**config.mk**
```make
export PLATFORM = sky130hd
export DESIGN_NAME = stg_core
export DESIGN_NICKNAME = d
export VERILOG_FILES = /design/src/core/stg_pkg.sv /design/src/core/stg_core.sv
export SDC_FILE = /design/constraint.sdc
export NUM_CORES = 1
export LEC_CHECK = 0
export ABC_AREA = 1
export BUFFER_PORTS_ARGS = -buffer_cell sky130_fd_sc_hd__buf_2
export CORE_UTILIZATION = 49
export DETAILED_ROUTE_END_ITERATION = 7
export PLACE_DENSITY = 0.75
export SLEW_MARGIN = 20
export SYNTH_ARGS = -nofsm -noshare
export SYNTH_HDL_FRONTEND = slang
export SYNTH_SLANG_ARGS = --single-unit
```
**constraint.sdc**
```tcl
create_clock -name clk -period 1.7 [get_ports clk]
set_clock_uncertainty 0.2 [all_clocks]
set_input_delay 0 -clock clk [delete_from_list [all_inputs] [get_ports clk]]
set_output_delay 0 -clock clk [all_outputs]
set_load 0.05 [all_outputs]
```
**src/core/stg_pkg.sv**
```systemverilog
// Shared constants and types for the system clock and timing generator
package stg_pkg;
  // System clock rate and the floppy request leading-edge delay
  localparam int unsigned SYS_CLK_KHZ    = 20000;
  localparam int unsigned FDRQ_DELAY_NS  = 1000;
  localparam int unsigned FDRQ_DELAY_CYC = (FDRQ_DELAY_NS * SYS_CLK_KHZ) / 1000000;
  localparam logic [4:0]  FDRQ_CNT_LAST  = 5'(FDRQ_DELAY_CYC - 1);

  // Divider phase limits on the high-frequency oscillator
  localparam logic [1:0] DIV4_LAST  = 2'h3;  // 4 edges per fast processor clock
  localparam logic [2:0] DIV6_LAST  = 3'h5;  // 6 edges per slow processor clock
  localparam logic [2:0] DIV6_HIGH  = 3'h2;  // Slow clock is high for 2 of 6 edges
  localparam logic [1:0] DIV4_HIGH  = 2'h2;  // Fast clock is high for 2 of 4 edges

  // Processor reset ends at the third processor clock fall after release
  localparam logic [1:0] RST_FALL_LAST = 2'h2;

  // Processor status codes, as seen on the active-low status lines
  localparam logic [2:0] ST_INTA  = 3'h0;
  localparam logic [2:0] ST_IORD  = 3'h1;
  localparam logic [2:0] ST_IOWR  = 3'h2;
  localparam logic [2:0] ST_HALT  = 3'h3;
  localparam logic [2:0] ST_CODE  = 3'h4;
  localparam logic [2:0] ST_MRD   = 3'h5;
  localparam logic [2:0] ST_MWR   = 3'h6;
  localparam logic [2:0] ST_PASS  = 3'h7;

  // Asynchronous input vector layout
  localparam int unsigned SY_W     = 10;
  localparam int unsigned SY_OSCH  = 0;
  localparam int unsigned SY_OSC16 = 1;
  localparam int unsigned SY_FRQ   = 2;
  localparam int unsigned SY_RDY   = 3;
  localparam int unsigned SY_VWT   = 4;
  localparam int unsigned SY_RGIN  = 5;
  localparam int unsigned SY_HOLD  = 6;
  localparam int unsigned SY_RSTN  = 7;
  localparam int unsigned SY_FAST  = 8;
  localparam int unsigned SY_SPARE = 9;

  // System bus strobes travel together
  typedef struct packed {
    logic mem_read_n;
    logic mem_write_n;
    logic io_read_n;
    logic io_write_n;
    logic addr_latch_en;
    logic data_buffer_enable_n;
  } stg_strobe_s;

  localparam stg_strobe_s STROBE_IDLE = '{1'b1, 1'b1, 1'b1, 1'b1, 1'b0, 1'b1};

  // Request/grant translator states
  typedef enum logic [2:0] {RG_IDLE, RG_REQ, RG_WAIT, RG_HELD, RG_REL} stg_rg_e;
endpackage

```
**src/core/stg_core.sv**
```systemverilog
// System clock and timing generator: dividers, strobes, ready, hold and floppy selects
`timescale 1ns/100ps
// Behaviour
// - Seven clocks from two unrelated oscillators
// - Eight megahertz clock is sixteen divided two
// - Fourteen megahertz clock is high divided two
// - Colour-burst clock is high divided eight
// - Quarter clock is slow rate divided four
// - Floppy request leading edge delayed one microsecond
// - Status lines decode into bus strobes
// - Hold pair translated to request/grant pulses
// - Two floppy chip selects from address
// - Speed high: divide by four, symmetric
// - Speed low: divide by six, one-third high
module stg_core
  import stg_pkg::*;
(
  input  wire logic        clk,                         // 20 MHz system clock
  input  wire logic        srst,                        // Synchronous reset, active high
  input  wire logic        osc_high_in,                 // High-frequency oscillator
  input  wire logic        osc_sixteen_in,              // Sixteen megahertz oscillator
  input  wire logic        speed_fast,                  // Speed select, high = fast
  input  wire logic        sys_reset_n,                 // System reset pin, active low
  input  wire logic [2:0]  cpu_status_n,                // {status2, status1, status0}, active low
  input  wire logic        ready_async_in,              // Asynchronous ready, low = wait
  input  wire logic        video_wait_n,                // Video wait, low = wait
  input  wire logic        floppy_dma_request,          // Floppy DMA request
  input  wire logic        floppy_func_select_n,        // Pre-decoded floppy function select
  input  wire logic        addr_bit2,                   // System address bit 2
  input  wire logic        system_hold_request_n,       // Hold request, active low
  input  wire logic        cpu_request_grant_n_in,      // Request/grant pin level
  output logic             cpu_request_grant_n_out,     // Request/grant drive value
  output logic             cpu_request_grant_n_oe,      // Request/grant drive enable
  output logic             system_hold_ack,             // Hold acknowledge
  output logic             clk_eight_out,               // Sixteen divided by two
  output logic             clk_four_out,                // Sixteen divided by four
  output logic             clk_fourteen_out,            // High divided by two
  output logic             clk_colorburst_out,          // High divided by eight
  output logic             clk_slow_cpu_rate_out,       // High divided by six
  output logic             clk_quarter_slow_out,        // Slow rate divided by four
  output logic             processor_clock,             // Selected processor clock
  output logic             cpu_ready,                   // Processor ready
  output logic             cpu_reset,                   // Processor reset, active high
  output logic             floppy_dma_request_delayed,  // Delayed floppy request
  output logic             floppy_select_n,             // Floppy select, address bit 2 low
  output logic             floppy_chip_select_n,        // Floppy chip select, address bit 2 high
  output stg_strobe_s      bus_strobe                   // Bus strobes, latch and buffer enable
);

  // Two-flop synchronisers; a third stage is read only for the oscillator edges
  logic [SY_W-1:0] sy1_r, sy2_r, sy3_r;
  wire  [SY_W-1:0] sy_in = {1'b0, speed_fast, sys_reset_n, system_hold_request_n,
                            cpu_request_grant_n_in, video_wait_n, ready_async_in,
                            floppy_dma_request, osc_sixteen_in, osc_high_in};
  always_ff @(posedge clk) begin
    sy1_r <= sy_in;
    sy2_r <= sy1_r;
    sy3_r <= sy2_r;
  end

  // Oscillator edges; both oscillators must stay below half the system clock
  wire osch_rise = sy2_r[SY_OSCH] & ~sy3_r[SY_OSCH];
  wire osc16_rise = sy2_r[SY_OSC16] & ~sy3_r[SY_OSC16];

  // Divider counters on the high oscillator
  logic [1:0] c4_r, c4_nxt;
  logic [2:0] c6_r, c6_nxt;
  logic       q_r, e4_r;
  assign c4_nxt = osch_rise ? c4_r + 2'h1 : c4_r;
  assign c6_nxt = osch_rise ? ((c6_r == DIV6_LAST) ? 3'h0 : c6_r + 3'h1) : c6_r;
  wire   slow_nxt = c6_nxt < DIV6_HIGH;
  wire   fast_nxt = c4_nxt < DIV4_HIGH;
  // Speed select is steered by the system, sampled through the synchroniser
  wire   cpu_nxt  = sy2_r[SY_FAST] ? fast_nxt : slow_nxt;
  wire   cpu_rise = cpu_nxt & ~processor_clock;
  wire   cpu_fall = ~cpu_nxt & processor_clock;
  wire   slow_wrap = osch_rise & (c6_r == DIV6_LAST);

  // Clock outputs, each a register toggled or decoded from the counters
  always_ff @(posedge clk) begin
    if (srst) begin
      c4_r <= 2'h0;
      c6_r <= 3'h0;
      q_r  <= 1'b0;
      e4_r <= 1'b0;
      clk_fourteen_out      <= 1'b0;
      clk_colorburst_out    <= 1'b0;
      clk_slow_cpu_rate_out <= 1'b0;
      clk_quarter_slow_out  <= 1'b0;
      clk_eight_out         <= 1'b0;
      clk_four_out          <= 1'b0;
      processor_clock       <= 1'b0;
    end else begin
      c4_r <= c4_nxt;
      c6_r <= c6_nxt;
      processor_clock       <= cpu_nxt;
      clk_slow_cpu_rate_out <= slow_nxt;
      if (osch_rise) clk_fourteen_out <= ~clk_fourteen_out;
      if (osch_rise && c4_r == DIV4_LAST) clk_colorburst_out <= ~clk_colorburst_out;
      // Two slow periods per half cycle gives divide by four
      if (slow_wrap) q_r <= ~q_r;
      if (slow_wrap && q_r) clk_quarter_slow_out <= ~clk_quarter_slow_out;
      if (osc16_rise) clk_eight_out <= ~clk_eight_out;
      if (osc16_rise) e4_r <= ~e4_r;
      if (osc16_rise && e4_r) clk_four_out <= ~clk_four_out;
    end
  end

  // Floppy request: rising edge waits the delay, falling edge passes at once
  logic [4:0] fd_cnt_r;
  wire fd_req = sy2_r[SY_FRQ];
  always_ff @(posedge clk) begin
    if (srst || !fd_req) begin
      fd_cnt_r <= 5'h0;
      floppy_dma_request_delayed <= 1'b0;
    end else if (fd_cnt_r == FDRQ_CNT_LAST) begin
      floppy_dma_request_delayed <= 1'b1;
    end else begin
      fd_cnt_r <= fd_cnt_r + 5'h1;
    end
  end

  // Floppy chip selects; function select comes from logic on this board's bus decode
  always_ff @(posedge clk) begin
    if (srst) begin
      floppy_select_n      <= 1'b1;
      floppy_chip_select_n <= 1'b1;
    end else begin
      floppy_select_n      <= floppy_func_select_n | addr_bit2;
      floppy_chip_select_n <= floppy_func_select_n | ~addr_bit2;
    end
  end

  // Status decode, sampled at processor clock rising edges
  wire st_mr = cpu_status_n == ST_MRD || cpu_status_n == ST_CODE;
  wire st_mw = cpu_status_n == ST_MWR;
  wire st_ir = cpu_status_n == ST_IORD;
  wire st_iw = cpu_status_n == ST_IOWR;
  wire st_bus = st_mr | st_mw | st_ir | st_iw | (cpu_status_n == ST_INTA);
  logic prev_pass_r;
  always_ff @(posedge clk) begin
    if (srst || sy2_r[SY_HOLD] == 1'b0 && system_hold_ack) begin
      bus_strobe  <= STROBE_IDLE;
      prev_pass_r <= 1'b1;
    end else if (cpu_rise) begin
      // Latch pulses for one processor clock when a cycle starts
      bus_strobe.addr_latch_en        <= prev_pass_r & st_bus;
      bus_strobe.mem_read_n           <= ~st_mr;
      bus_strobe.mem_write_n          <= ~st_mw;
      bus_strobe.io_read_n            <= ~st_ir;
      bus_strobe.io_write_n           <= ~st_iw;
      bus_strobe.data_buffer_enable_n <= ~st_bus;
      prev_pass_r <= cpu_status_n == ST_PASS;
    end
  end

  // Ready: both wait sources combined, moved only on processor clock falls
  wire rdy_all = sy2_r[SY_RDY] & sy2_r[SY_VWT];
  always_ff @(posedge clk) begin
    if (srst) cpu_ready <= 1'b0;
    else if (cpu_fall) cpu_ready <= rdy_all;
  end

  // Processor reset stays on until the third processor clock fall after release
  logic [1:0] rst_cnt_r;
  always_ff @(posedge clk) begin
    if (srst || !sy2_r[SY_RSTN]) begin
      rst_cnt_r <= 2'h0;
      cpu_reset <= 1'b1;
    end else if (cpu_fall) begin
      if (rst_cnt_r == RST_FALL_LAST) cpu_reset <= 1'b0;
      else rst_cnt_r <= rst_cnt_r + 2'h1;
    end
  end

  // Request/grant translator; each pulse lasts one processor clock
  stg_rg_e rg_r;
  logic [1:0] rg_echo_r;
  wire hold_req = ~sy2_r[SY_HOLD];
  wire grant_seen = ~sy2_r[SY_RGIN];
  // Our own request pulse returns through the synchroniser two clocks late;
  // without this mask it would be taken for the processor's grant
  wire grant_valid = grant_seen & ~cpu_request_grant_n_oe & ~|rg_echo_r;
  always_ff @(posedge clk) begin
    if (srst) rg_echo_r <= 2'h0;
    else rg_echo_r <= {rg_echo_r[0], cpu_request_grant_n_oe};
  end
  always_ff @(posedge clk) begin
    if (srst) begin
      rg_r <= RG_IDLE;
      cpu_request_grant_n_out <= 1'b1;
      cpu_request_grant_n_oe  <= 1'b0;
      system_hold_ack         <= 1'b0;
    end else begin
      case (rg_r)
        RG_IDLE: if (hold_req && cpu_rise) begin
          rg_r <= RG_REQ;
          cpu_request_grant_n_out <= 1'b0;
          cpu_request_grant_n_oe  <= 1'b1;
        end
        RG_REQ: if (cpu_rise) begin
          rg_r <= RG_WAIT;
          cpu_request_grant_n_out <= 1'b1;
          cpu_request_grant_n_oe  <= 1'b0;
        end
        // Grant pulse from the processor hands over the bus
        RG_WAIT: if (grant_valid) begin
          rg_r <= RG_HELD;
          system_hold_ack <= 1'b1;
        end
        RG_HELD: if (!hold_req && !grant_seen && cpu_rise) begin
          rg_r <= RG_REL;
          system_hold_ack <= 1'b0;
          cpu_request_grant_n_out <= 1'b0;
          cpu_request_grant_n_oe  <= 1'b1;
        end
        RG_REL: if (cpu_rise) begin
          rg_r <= RG_IDLE;
          cpu_request_grant_n_out <= 1'b1;
          cpu_request_grant_n_oe  <= 1'b0;
        end
        default: rg_r <= RG_IDLE;
      endcase
    end
  end

endmodule

```
[Word-level counts from Yosys, hierarchy flattened]
Index checks and enable logic that the tools add are counted.
Word-level totals
  register bits after elaboration: 61
  output and inout bits: 21
  bits of input ports: 16
Cells by class
  equality and inequality tests: 20
  reduce and logical (&&, ||, !) cells: 25
  muxes and demuxes: 20
  bitwise gates (word level): 36
  $lt $le $gt $ge: 2
  add/subtract/negate cells: 4
Operator list (count)
  two-way mux 3 bit: 7
  inverter 1 bit: 21
  == test 3 bit, second input constant: 6
  one-hot mux 3 bit (5 select lines): 1
  != test 2 bit, second input constant: 5
  bitwise AND 1 bit: 9
  == test 3 x 2 -> 1 bit, second input constant: 3
  two-way mux 1 bit: 8
  logical AND 1 bit: 7
  == test 3 x 1 -> 1 bit, second input constant: 2
  zero test 3 bit: 2
  OR 1 bit: 6
  one-hot mux 1 bit (3 select lines): 2
  adder 5 x 1 -> 5 bit, second input constant: 1
  == test 5 bit, second input constant: 1
  AND reduction 5 bit: 1
  adder 2 x 1 -> 2 bit, second input constant: 2
  == test 2 bit, second input constant: 2
  logical OR 1 bit: 4
  AND reduction 2 bit: 2
  AND reduction 4 bit: 1
  OR reduction 2 bit: 2
  adder 3 x 1 -> 3 bit, second input constant: 1
  zero test 1 bit: 3
  other kinds (8): 8

[Depth between registers and ports, before layout]
Gate-level depths: netlist of run 1.
  depth after elaboration: 9
  depth in mapped cells: 13

[Least setup slack after synthesis of run 1]
OpenSTA, ideal clock, no wires.
  path type: flip-flop to flip-flop
  start point: register c4_r[0]
  end point: register bus_strobe[0] (netlist bit)
  data arrival time: 1523 ps
  period minus slack after synthesis: 1842 ps
  path slack: -142 ps
  buffers on the path: 1
  stages on the path, launching flop included: 9
  required time: 1380 ps
  cells stage by stage: dfxtp_1 -> ha_1 -> or2_1 -> o21ai_2 -> nand2_2 -> nand2_2 -> nand2_2 -> buf_6 -> a211o_1
Between the ends
  cells in the longest elaborated chain, start to end: 5
Ends and longest elaborated chain
  from (decl): RTL line stg_core.sv:66  | logic [1:0] c4_r, c4_nxt;
  from (signal assigned): RTL line stg_core.sv:94  | c4_r <= c4_nxt;
  adder 2 x 1 -> 2 bit: RTL line stg_core.sv:69  | assign c4_nxt = osch_rise ? c4_r + 2'h1 : c4_r;
  two-way mux 2 bit *: RTL line stg_core.sv:69
  less-than comparator 2 bit *: RTL line stg_core.sv:72  | wire fast_nxt = c4_nxt < DIV4_HIGH;
  two-way mux 1 bit *: RTL line stg_core.sv:74  | wire cpu_nxt = sy2_r[SY_FAST] ? fast_nxt : slow_nxt;
  bitwise AND 1 bit *: RTL line stg_core.sv:75  | wire cpu_rise = cpu_nxt & ~processor_clock;
  to (decl): RTL line stg_core.sv:47  | output stg_strobe_s bus_strobe
Every way passes the cells marked *; elsewhere a longest branch is shown, timed or not.
A chain may end at the register's enable or synchronous reset.

[Worst setup path in the final report of run 1]
  start point: register c4_r[0]
  end point: register cpu_request_grant_n_out
Between the ends
  cells in the longest elaborated chain, start to end: 8
Ends and longest elaborated chain
  adder 2 x 1 -> 2 bit: RTL line stg_core.sv:69
  two-way mux 2 bit *: RTL line stg_core.sv:69
  less-than comparator 2 bit *: RTL line stg_core.sv:72
  two-way mux 1 bit *: RTL line stg_core.sv:74
  bitwise AND 1 bit *: RTL line stg_core.sv:75
  logical AND 1 bit (on tied branches): RTL line stg_core.sv:211, stg_core.sv:196
  != test 2 bit (no source line)
  AND reduction 4 bit (no source line) *
  to (signal assigned): RTL line stg_core.sv:203  | cpu_request_grant_n_out <= 1'b1;
  to (signal assigned): RTL line stg_core.sv:214  | cpu_request_grant_n_out <= 1'b0;
  to (signal assigned): RTL line stg_core.sv:219  | cpu_request_grant_n_out <= 1'b1;
  to (decl): RTL line stg_core.sv:32  | output logic cpu_request_grant_n_out,
Marked as above.

==> results of run 1 <==
==> critical path, cell delays in order, from the launching register on <==
cell      delay (ns)
dfxtp_2         0.34
ha_4            0.22
or2_1           0.24
o21ai_2         0.09
nand2_2         0.10
nand2_4         0.10
nand3b_1        0.11
nand2_2         0.13
nand2_4         0.10
o21ai_2         0.11
nand3_1         0.07
==> through the flow <==
stage | setup TNS [ns] | power, mW | cell area (um2)
2_1_floorplan | -0.267 | 2.19 | 2140
3_3_place_gp | -0.790 | 2.34 | 2440
3_5_place_dp | -1.71 | 2.35 | 2440
4_1_cts | -2.21 | 3.66 | 2880
5_1_grt | -3.94 | 3.92 | 2970
6_report | -2.62 | 3.74 | 2970
==> registers in the layout, indices dropped and copies added (netlist names), 2 cells and up <==
name        flops
sy1_r           9
rg_r            3
c6_r            3
sy3_r           2
rg_echo_r       2
rst_cnt_r       2
fd_cnt_r        5
sy2_r           9
c4_r            2
bus_strobe      6
==> cell type report <==
type | count | area (um2) | share of cell area, %
clock buffers | 15 | 196 | 6.62
inverters | 33 | 124 | 4.17
multi-input cells | 150 | 867 | 29.2
flip-flops and latches | 61 | 1230 | 41.3
well taps | 50 | 62.6 | 2.11
repair buffers | 71 | 493 | 16.6
==> path summary, 6_finish.rpt <==
path                                   to  slack (ns)  cells past startpoint
hold reg to reg                  sy2_r[1]        0.13                      0
setup / recovery  cpu_request_grant_n_out       -0.24                     10
hold / removal                   sy1_r[6]         0.1                      2
setup reg to reg  cpu_request_grant_n_out       -0.24                     10
==> cell families (layout without fill, tap and decap cells) <==
family | after synthesis | after routing | share of synthesized area, %
AND/OR/NAND/NOR | 105 | 105 | 21.7
flip-flops | 61 | 61 | 57.5
buffers and inverters | 37 | 119 | 6.89
AO/OA/AOI/OAI | 33 | 33 | 8.42
XOR/XNOR | 9 | 9 | 3.71
adder cells (fa/ha/maj) | 3 | 3 | 1.77
==> placed cells by master, fill, tap and decap left out, drive strengths merged, types with 4 or more instances in the layout <==
cell | netlist | routed
a21oi | 17 | 17
buf | 2 | 54
clkbuf | 2 | 15
dfxtp | 61 | 61
dlygate4sd3 | 0 | 17
inv | 33 | 33
nand2 | 46 | 46
nand3 | 13 | 13
nor2 | 36 | 36
nor3 | 4 | 4
o21ai | 14 | 14
xor2 | 7 | 7
==> routing by layer <==
metal,vias to the layer above,wire [um],part of all wire [%],global-route usage (%)
li1,938,-,-,-
met3,9,303,6.7,8.83
met4,0,82,1.8,10.2
met5,-,0,0,0
met2,60,2160,48,34.0
met1,829,1960,43,25.2
==> power by group <==
part	leakage, nW	switching, mW	internal (mW)	total [mW]
clock network	0.102	0.521	0.722	1.24
logic	0.772	0.577	0.299	0.876
registers	0.506	0.0735	1.55	1.62
==> repair_timing <==
action | CTS | global route
setup buffers | 5 | 3
hold buffers | 17 | 0
endpoints found under the hold margin | 41 | 0
resized for setup | 11 | 19
pin swaps | 6 | 12
setup endpoints to repair | 17 | 18
==> metrics.txt, run 1 <==
I/O Buffers 36; root buffer cell clkbuf_8; initial core utilization 52.0%; Global Route Usage Sum 21.5%; Synth async-reset ratio 0%; post-synth top area share 57.5%; crit start category flop; Final period util 114%; Syn Inst Count 248; final non-filler cell total 380; Clock Sinks 61; Max Cap Viol 0; Die X 67.8 um; min-delay src system_hold_request_n; Slew Limit Fails 0; Max clock buf depth 2; Avg WL per Cell 11.9 um; drt first pass iters 4; core box area 0.00409 mm2; Worst setup EP type flop; routed via count 1836; # diodes 0; Leakage Power 1.38 nW; Via density 4.83; Least-Margin Pin Slew 0.402 ns; initial DRC count 112; GPL Wtd Cong 0.819; latest clock arrival within the worst-skew pair 0.34 ns; initial antenna violation count 0; data required time of the critical path 1.71 ns; Inst Count DP 340; Hold Fails Final Rpt 0; max_slew headroom 73.0%; Crit. Startpoint c4_r[0]; crit-path max FO 4; Syn Area/Cell 8.57 um2; Final #Nets 345; drt drc 0; layout cells sized above 1 31.5%; Die ar. 0.00460 mm2; setup repair after global routing missed its margin true; clock-pin slew on the worst setup and hold paths 0.07 ns; HP Class input pin to flop; final core utilization 72.7%; most common cell in the synthesized netlist dfxtp_1; first-pass GRT wire length 7060 um; Synth top cells by count dfxtp_1, nand2_1, nor2_1; pin count of the biggest net entering global routing 18; Post-DP HPWL 2520 um; Fmax 516 MHz; Final min period 1.94 ns; number of flops mapped to enable cells by yosys 0; area grow syn2layout 39.8%; die height 67.8 um; synth warn 0; CTS tree yes; mapped cell area 0.00212 mm2; failing checks negative setup slack; GRT Residual Overflow 0; Seq cells post-synth 61; area leader, netlist dfxtp_1; synth top area cells dfxtp_1, nand2_1, nor2_1, inv_1, a21oi_1; worst vdd ir 0.679 mV; post-synthesis sequential area ratio 57.5%; Arr. time, crit path 1.95 ns; ANT nets after route 0; CP Class flop to flop; Cell Rows 23; pre-CTS setup slack -0.180 ns; Syn Nets 267; total CTS buffers 9; H-tree Lvls 3; vias in the first global route 1684; filler cell count 264; post-synth cell types 27; r2r startpoint c4_r[0]; final hold slack 0.0983 ns; Final Setup Violations 18; Post-synth top flop dfxtp_1; I/O pin cnt 37; Routed WL 4510 um; Cell Pwr Density 1260 mW/mm2; outcome finished with violations; final setup margin -0.237 ns
No activity file was read; power rests on OpenSTA's default activity.
==> run 2, diff against run 1 <==
--- a/config.mk
+++ b/config.mk
@@ -7,10 +7,11 @@
 export LEC_CHECK = 0
 export ABC_AREA = 1
 export BUFFER_PORTS_ARGS = -buffer_cell sky130_fd_sc_hd__buf_2
-export CORE_UTILIZATION = 49
+export CORE_UTILIZATION = 54
 export DETAILED_ROUTE_END_ITERATION = 7
-export PLACE_DENSITY = 0.75
+export PLACE_DENSITY = 0.78
 export SLEW_MARGIN = 20
 export SYNTH_ARGS = -nofsm -noshare
 export SYNTH_HDL_FRONTEND = slang
 export SYNTH_SLANG_ARGS = --single-unit
+export TNS_END_PERCENT = 20
==> constraint.sdc (replaced) <==
create_clock -name clk -period 2.15 [get_ports clk]
set_clock_uncertainty 0.2 [all_clocks]
set_input_delay 0 -clock clk [delete_from_list [all_inputs] [get_ports clk]]
set_output_delay 0 -clock clk [all_outputs]
set_load 0.05 [all_outputs]
==> run 2 against run 1 <==
  * The flow now finishes without violations
  * Clock-buffer cell count shrank 2
  * Die area shrank 9.0%
  * Worst hold slack gained 0.0050 ns
==> metrics.txt, run 2 (same netlist as run 1, synthesis figures left out) <==
Final period util 91.3%; Inst Count DP 328; CP max stage delay 0.33 ns; finished layout cell area 0.00269 mm2; GPL Wtd Cong 0.810; HP Class input pin to flop; # diodes 0; area of placed instances 0.00234 mm2; vias in the first global route 1623; Clock Sinks 61; routed via count 1704; Via density 4.71; initial DRC count 66; Slowest-stage cell, CP dfxtp_1; Post-DP HPWL 2580 um; Avg WL per Cell 10.9 um; Least-Margin Pin Slew 0.394 ns; Leakage Power 1.27 nW; Worst setup EP type flop; total CTS buffers 9; ANT nets after route 0; data required time of the critical path 2.17 ns; Cell Pwr Density 993 mW/mm2; clock-pin slew on the worst setup and hold paths 0.06 ns; Global Route Usage Sum 22.1%; initial antenna violation count 0; outcome complete, no violations; met1 usage 24.3%; root buffer cell clkbuf_8; GRT Residual Overflow 0; max_slew headroom 73.7%; layout cells sized above 1 20.4%; CTS tree yes; crit-path max FO 7; Top Usage Layer GRT met2; Routed WL 3940 um; Cell Rows 22; M2 GR Usage 37.0%; I/O Buffers 36; Slew Limit Fails 0; I/O pin cnt 37; area grow syn2layout 26.7%; drt first pass iters 4; Final Setup Violations 0; setup repair after global routing missed its margin false; H-tree Lvls 3; Top Registers sy1_r x9, sy2_r x9, bus_strobe x6; first-pass GRT wire length 6820 um; Die ar. 0.00419 mm2; most frequent cells in the layout dfxtp_1, nand2_1, buf_2; commonest non-fill, non-tap cell in the layout dfxtp_1; latest clock arrival within the worst-skew pair 0.33 ns; total power draw 2.67 mW; worst vdd ir 0.589 mV; final non-filler cell total 362; Setup TNS 0 ns; drt drc 0; core box area 0.00372 mm2; pin count of the biggest net entering global routing 19; crit start category flop; M3 GR Usage 9.51%; most used cell along the critical path nand2_2; Hold Fails Final Rpt 0; Max Cap Viol 0; final hold slack 0.103 ns; filler cell count 289; CP Class flop to flop; Fmax 509 MHz; crit path cell chain ha_1 -> or2_1 -> o21ai_2 -> nand2_2 -> nand2_2 -> nand2_4 -> buf_4 -> a211o_1; Max clock buf depth 2; Arr. time, crit path 1.98 ns; die height 64.7 um; Final min period 1.96 ns; Die X 64.7 um; Final #Nets 329; initial core utilization 57.2%
-- run 2: what timing repair did --
action	in CTS	in global routing
hold buffers	16	0
hold endpoints to repair	33	0
endpoints found under the setup margin	0	5
resized for setup	0	2
buffers inserted	0	3
-- run 2: final timing paths --
kind / to / from / slack, ns / cells after the start
worst max-delay path: bus_strobe[0] / c4_r[0] / 0.19 / 8
worst min-delay path: sy1_r[1] / osc_sixteen_in / 0.10 / 2
worst max register to register: bus_strobe[0] / c4_r[0] / 0.19 / 8
worst min register to register: sy2_r[3] / sy1_r[3] / 0.13 / 0
-- run 2: power by group --
group          leakage [nW]  switching [mW]  internal (mW)
Clock                0.0833           0.392          0.440
Sequential            0.505          0.0552           1.23
Combinational         0.685           0.381          0.180
-- run 2: layout make-up --
class / instances / area (um2) / share of cell area, %
clock buffers: 13 / 149 / 5.53
clock inverters: 2 / 10.0 / 0.372
inverters: 33 / 124 / 4.60
multi-input cells: 150 / 764 / 28.4
flip-flops and latches: 61 / 1220 / 45.4
well taps: 48 / 60.1 / 2.23
repair buffers: 55 / 363 / 13.5
-- run 2: layer usage --
layer / share of wire (%) / routed length [um]
met5: 0 / 0
met4: 0.96 / 38
met3: 4.7 / 185
met2: 48 / 1890
met1: 46 / 1820
-- run 2: metrics by stage --
step / util [%] / setup slack, ns
finish: 72.4 / 0.186
global placement: 63.0 / 0.193
floorplan: - / 0.308
global route: 72.4 / 0.00166
detailed placement: 63.0 / 0.117
CTS: 71.6 / 0.101
-- run 2: worst max-delay path: cells and delay by family (launching register included) --
family	cells	cell delay (ns)
AND/OR/NAND/NOR	4	0.53
AO/OA/AOI/OAI	2	0.35
flip-flops	1	0.33
adder cells (fa/ha/maj)	1	0.29
buffers and inverters	1	0.16
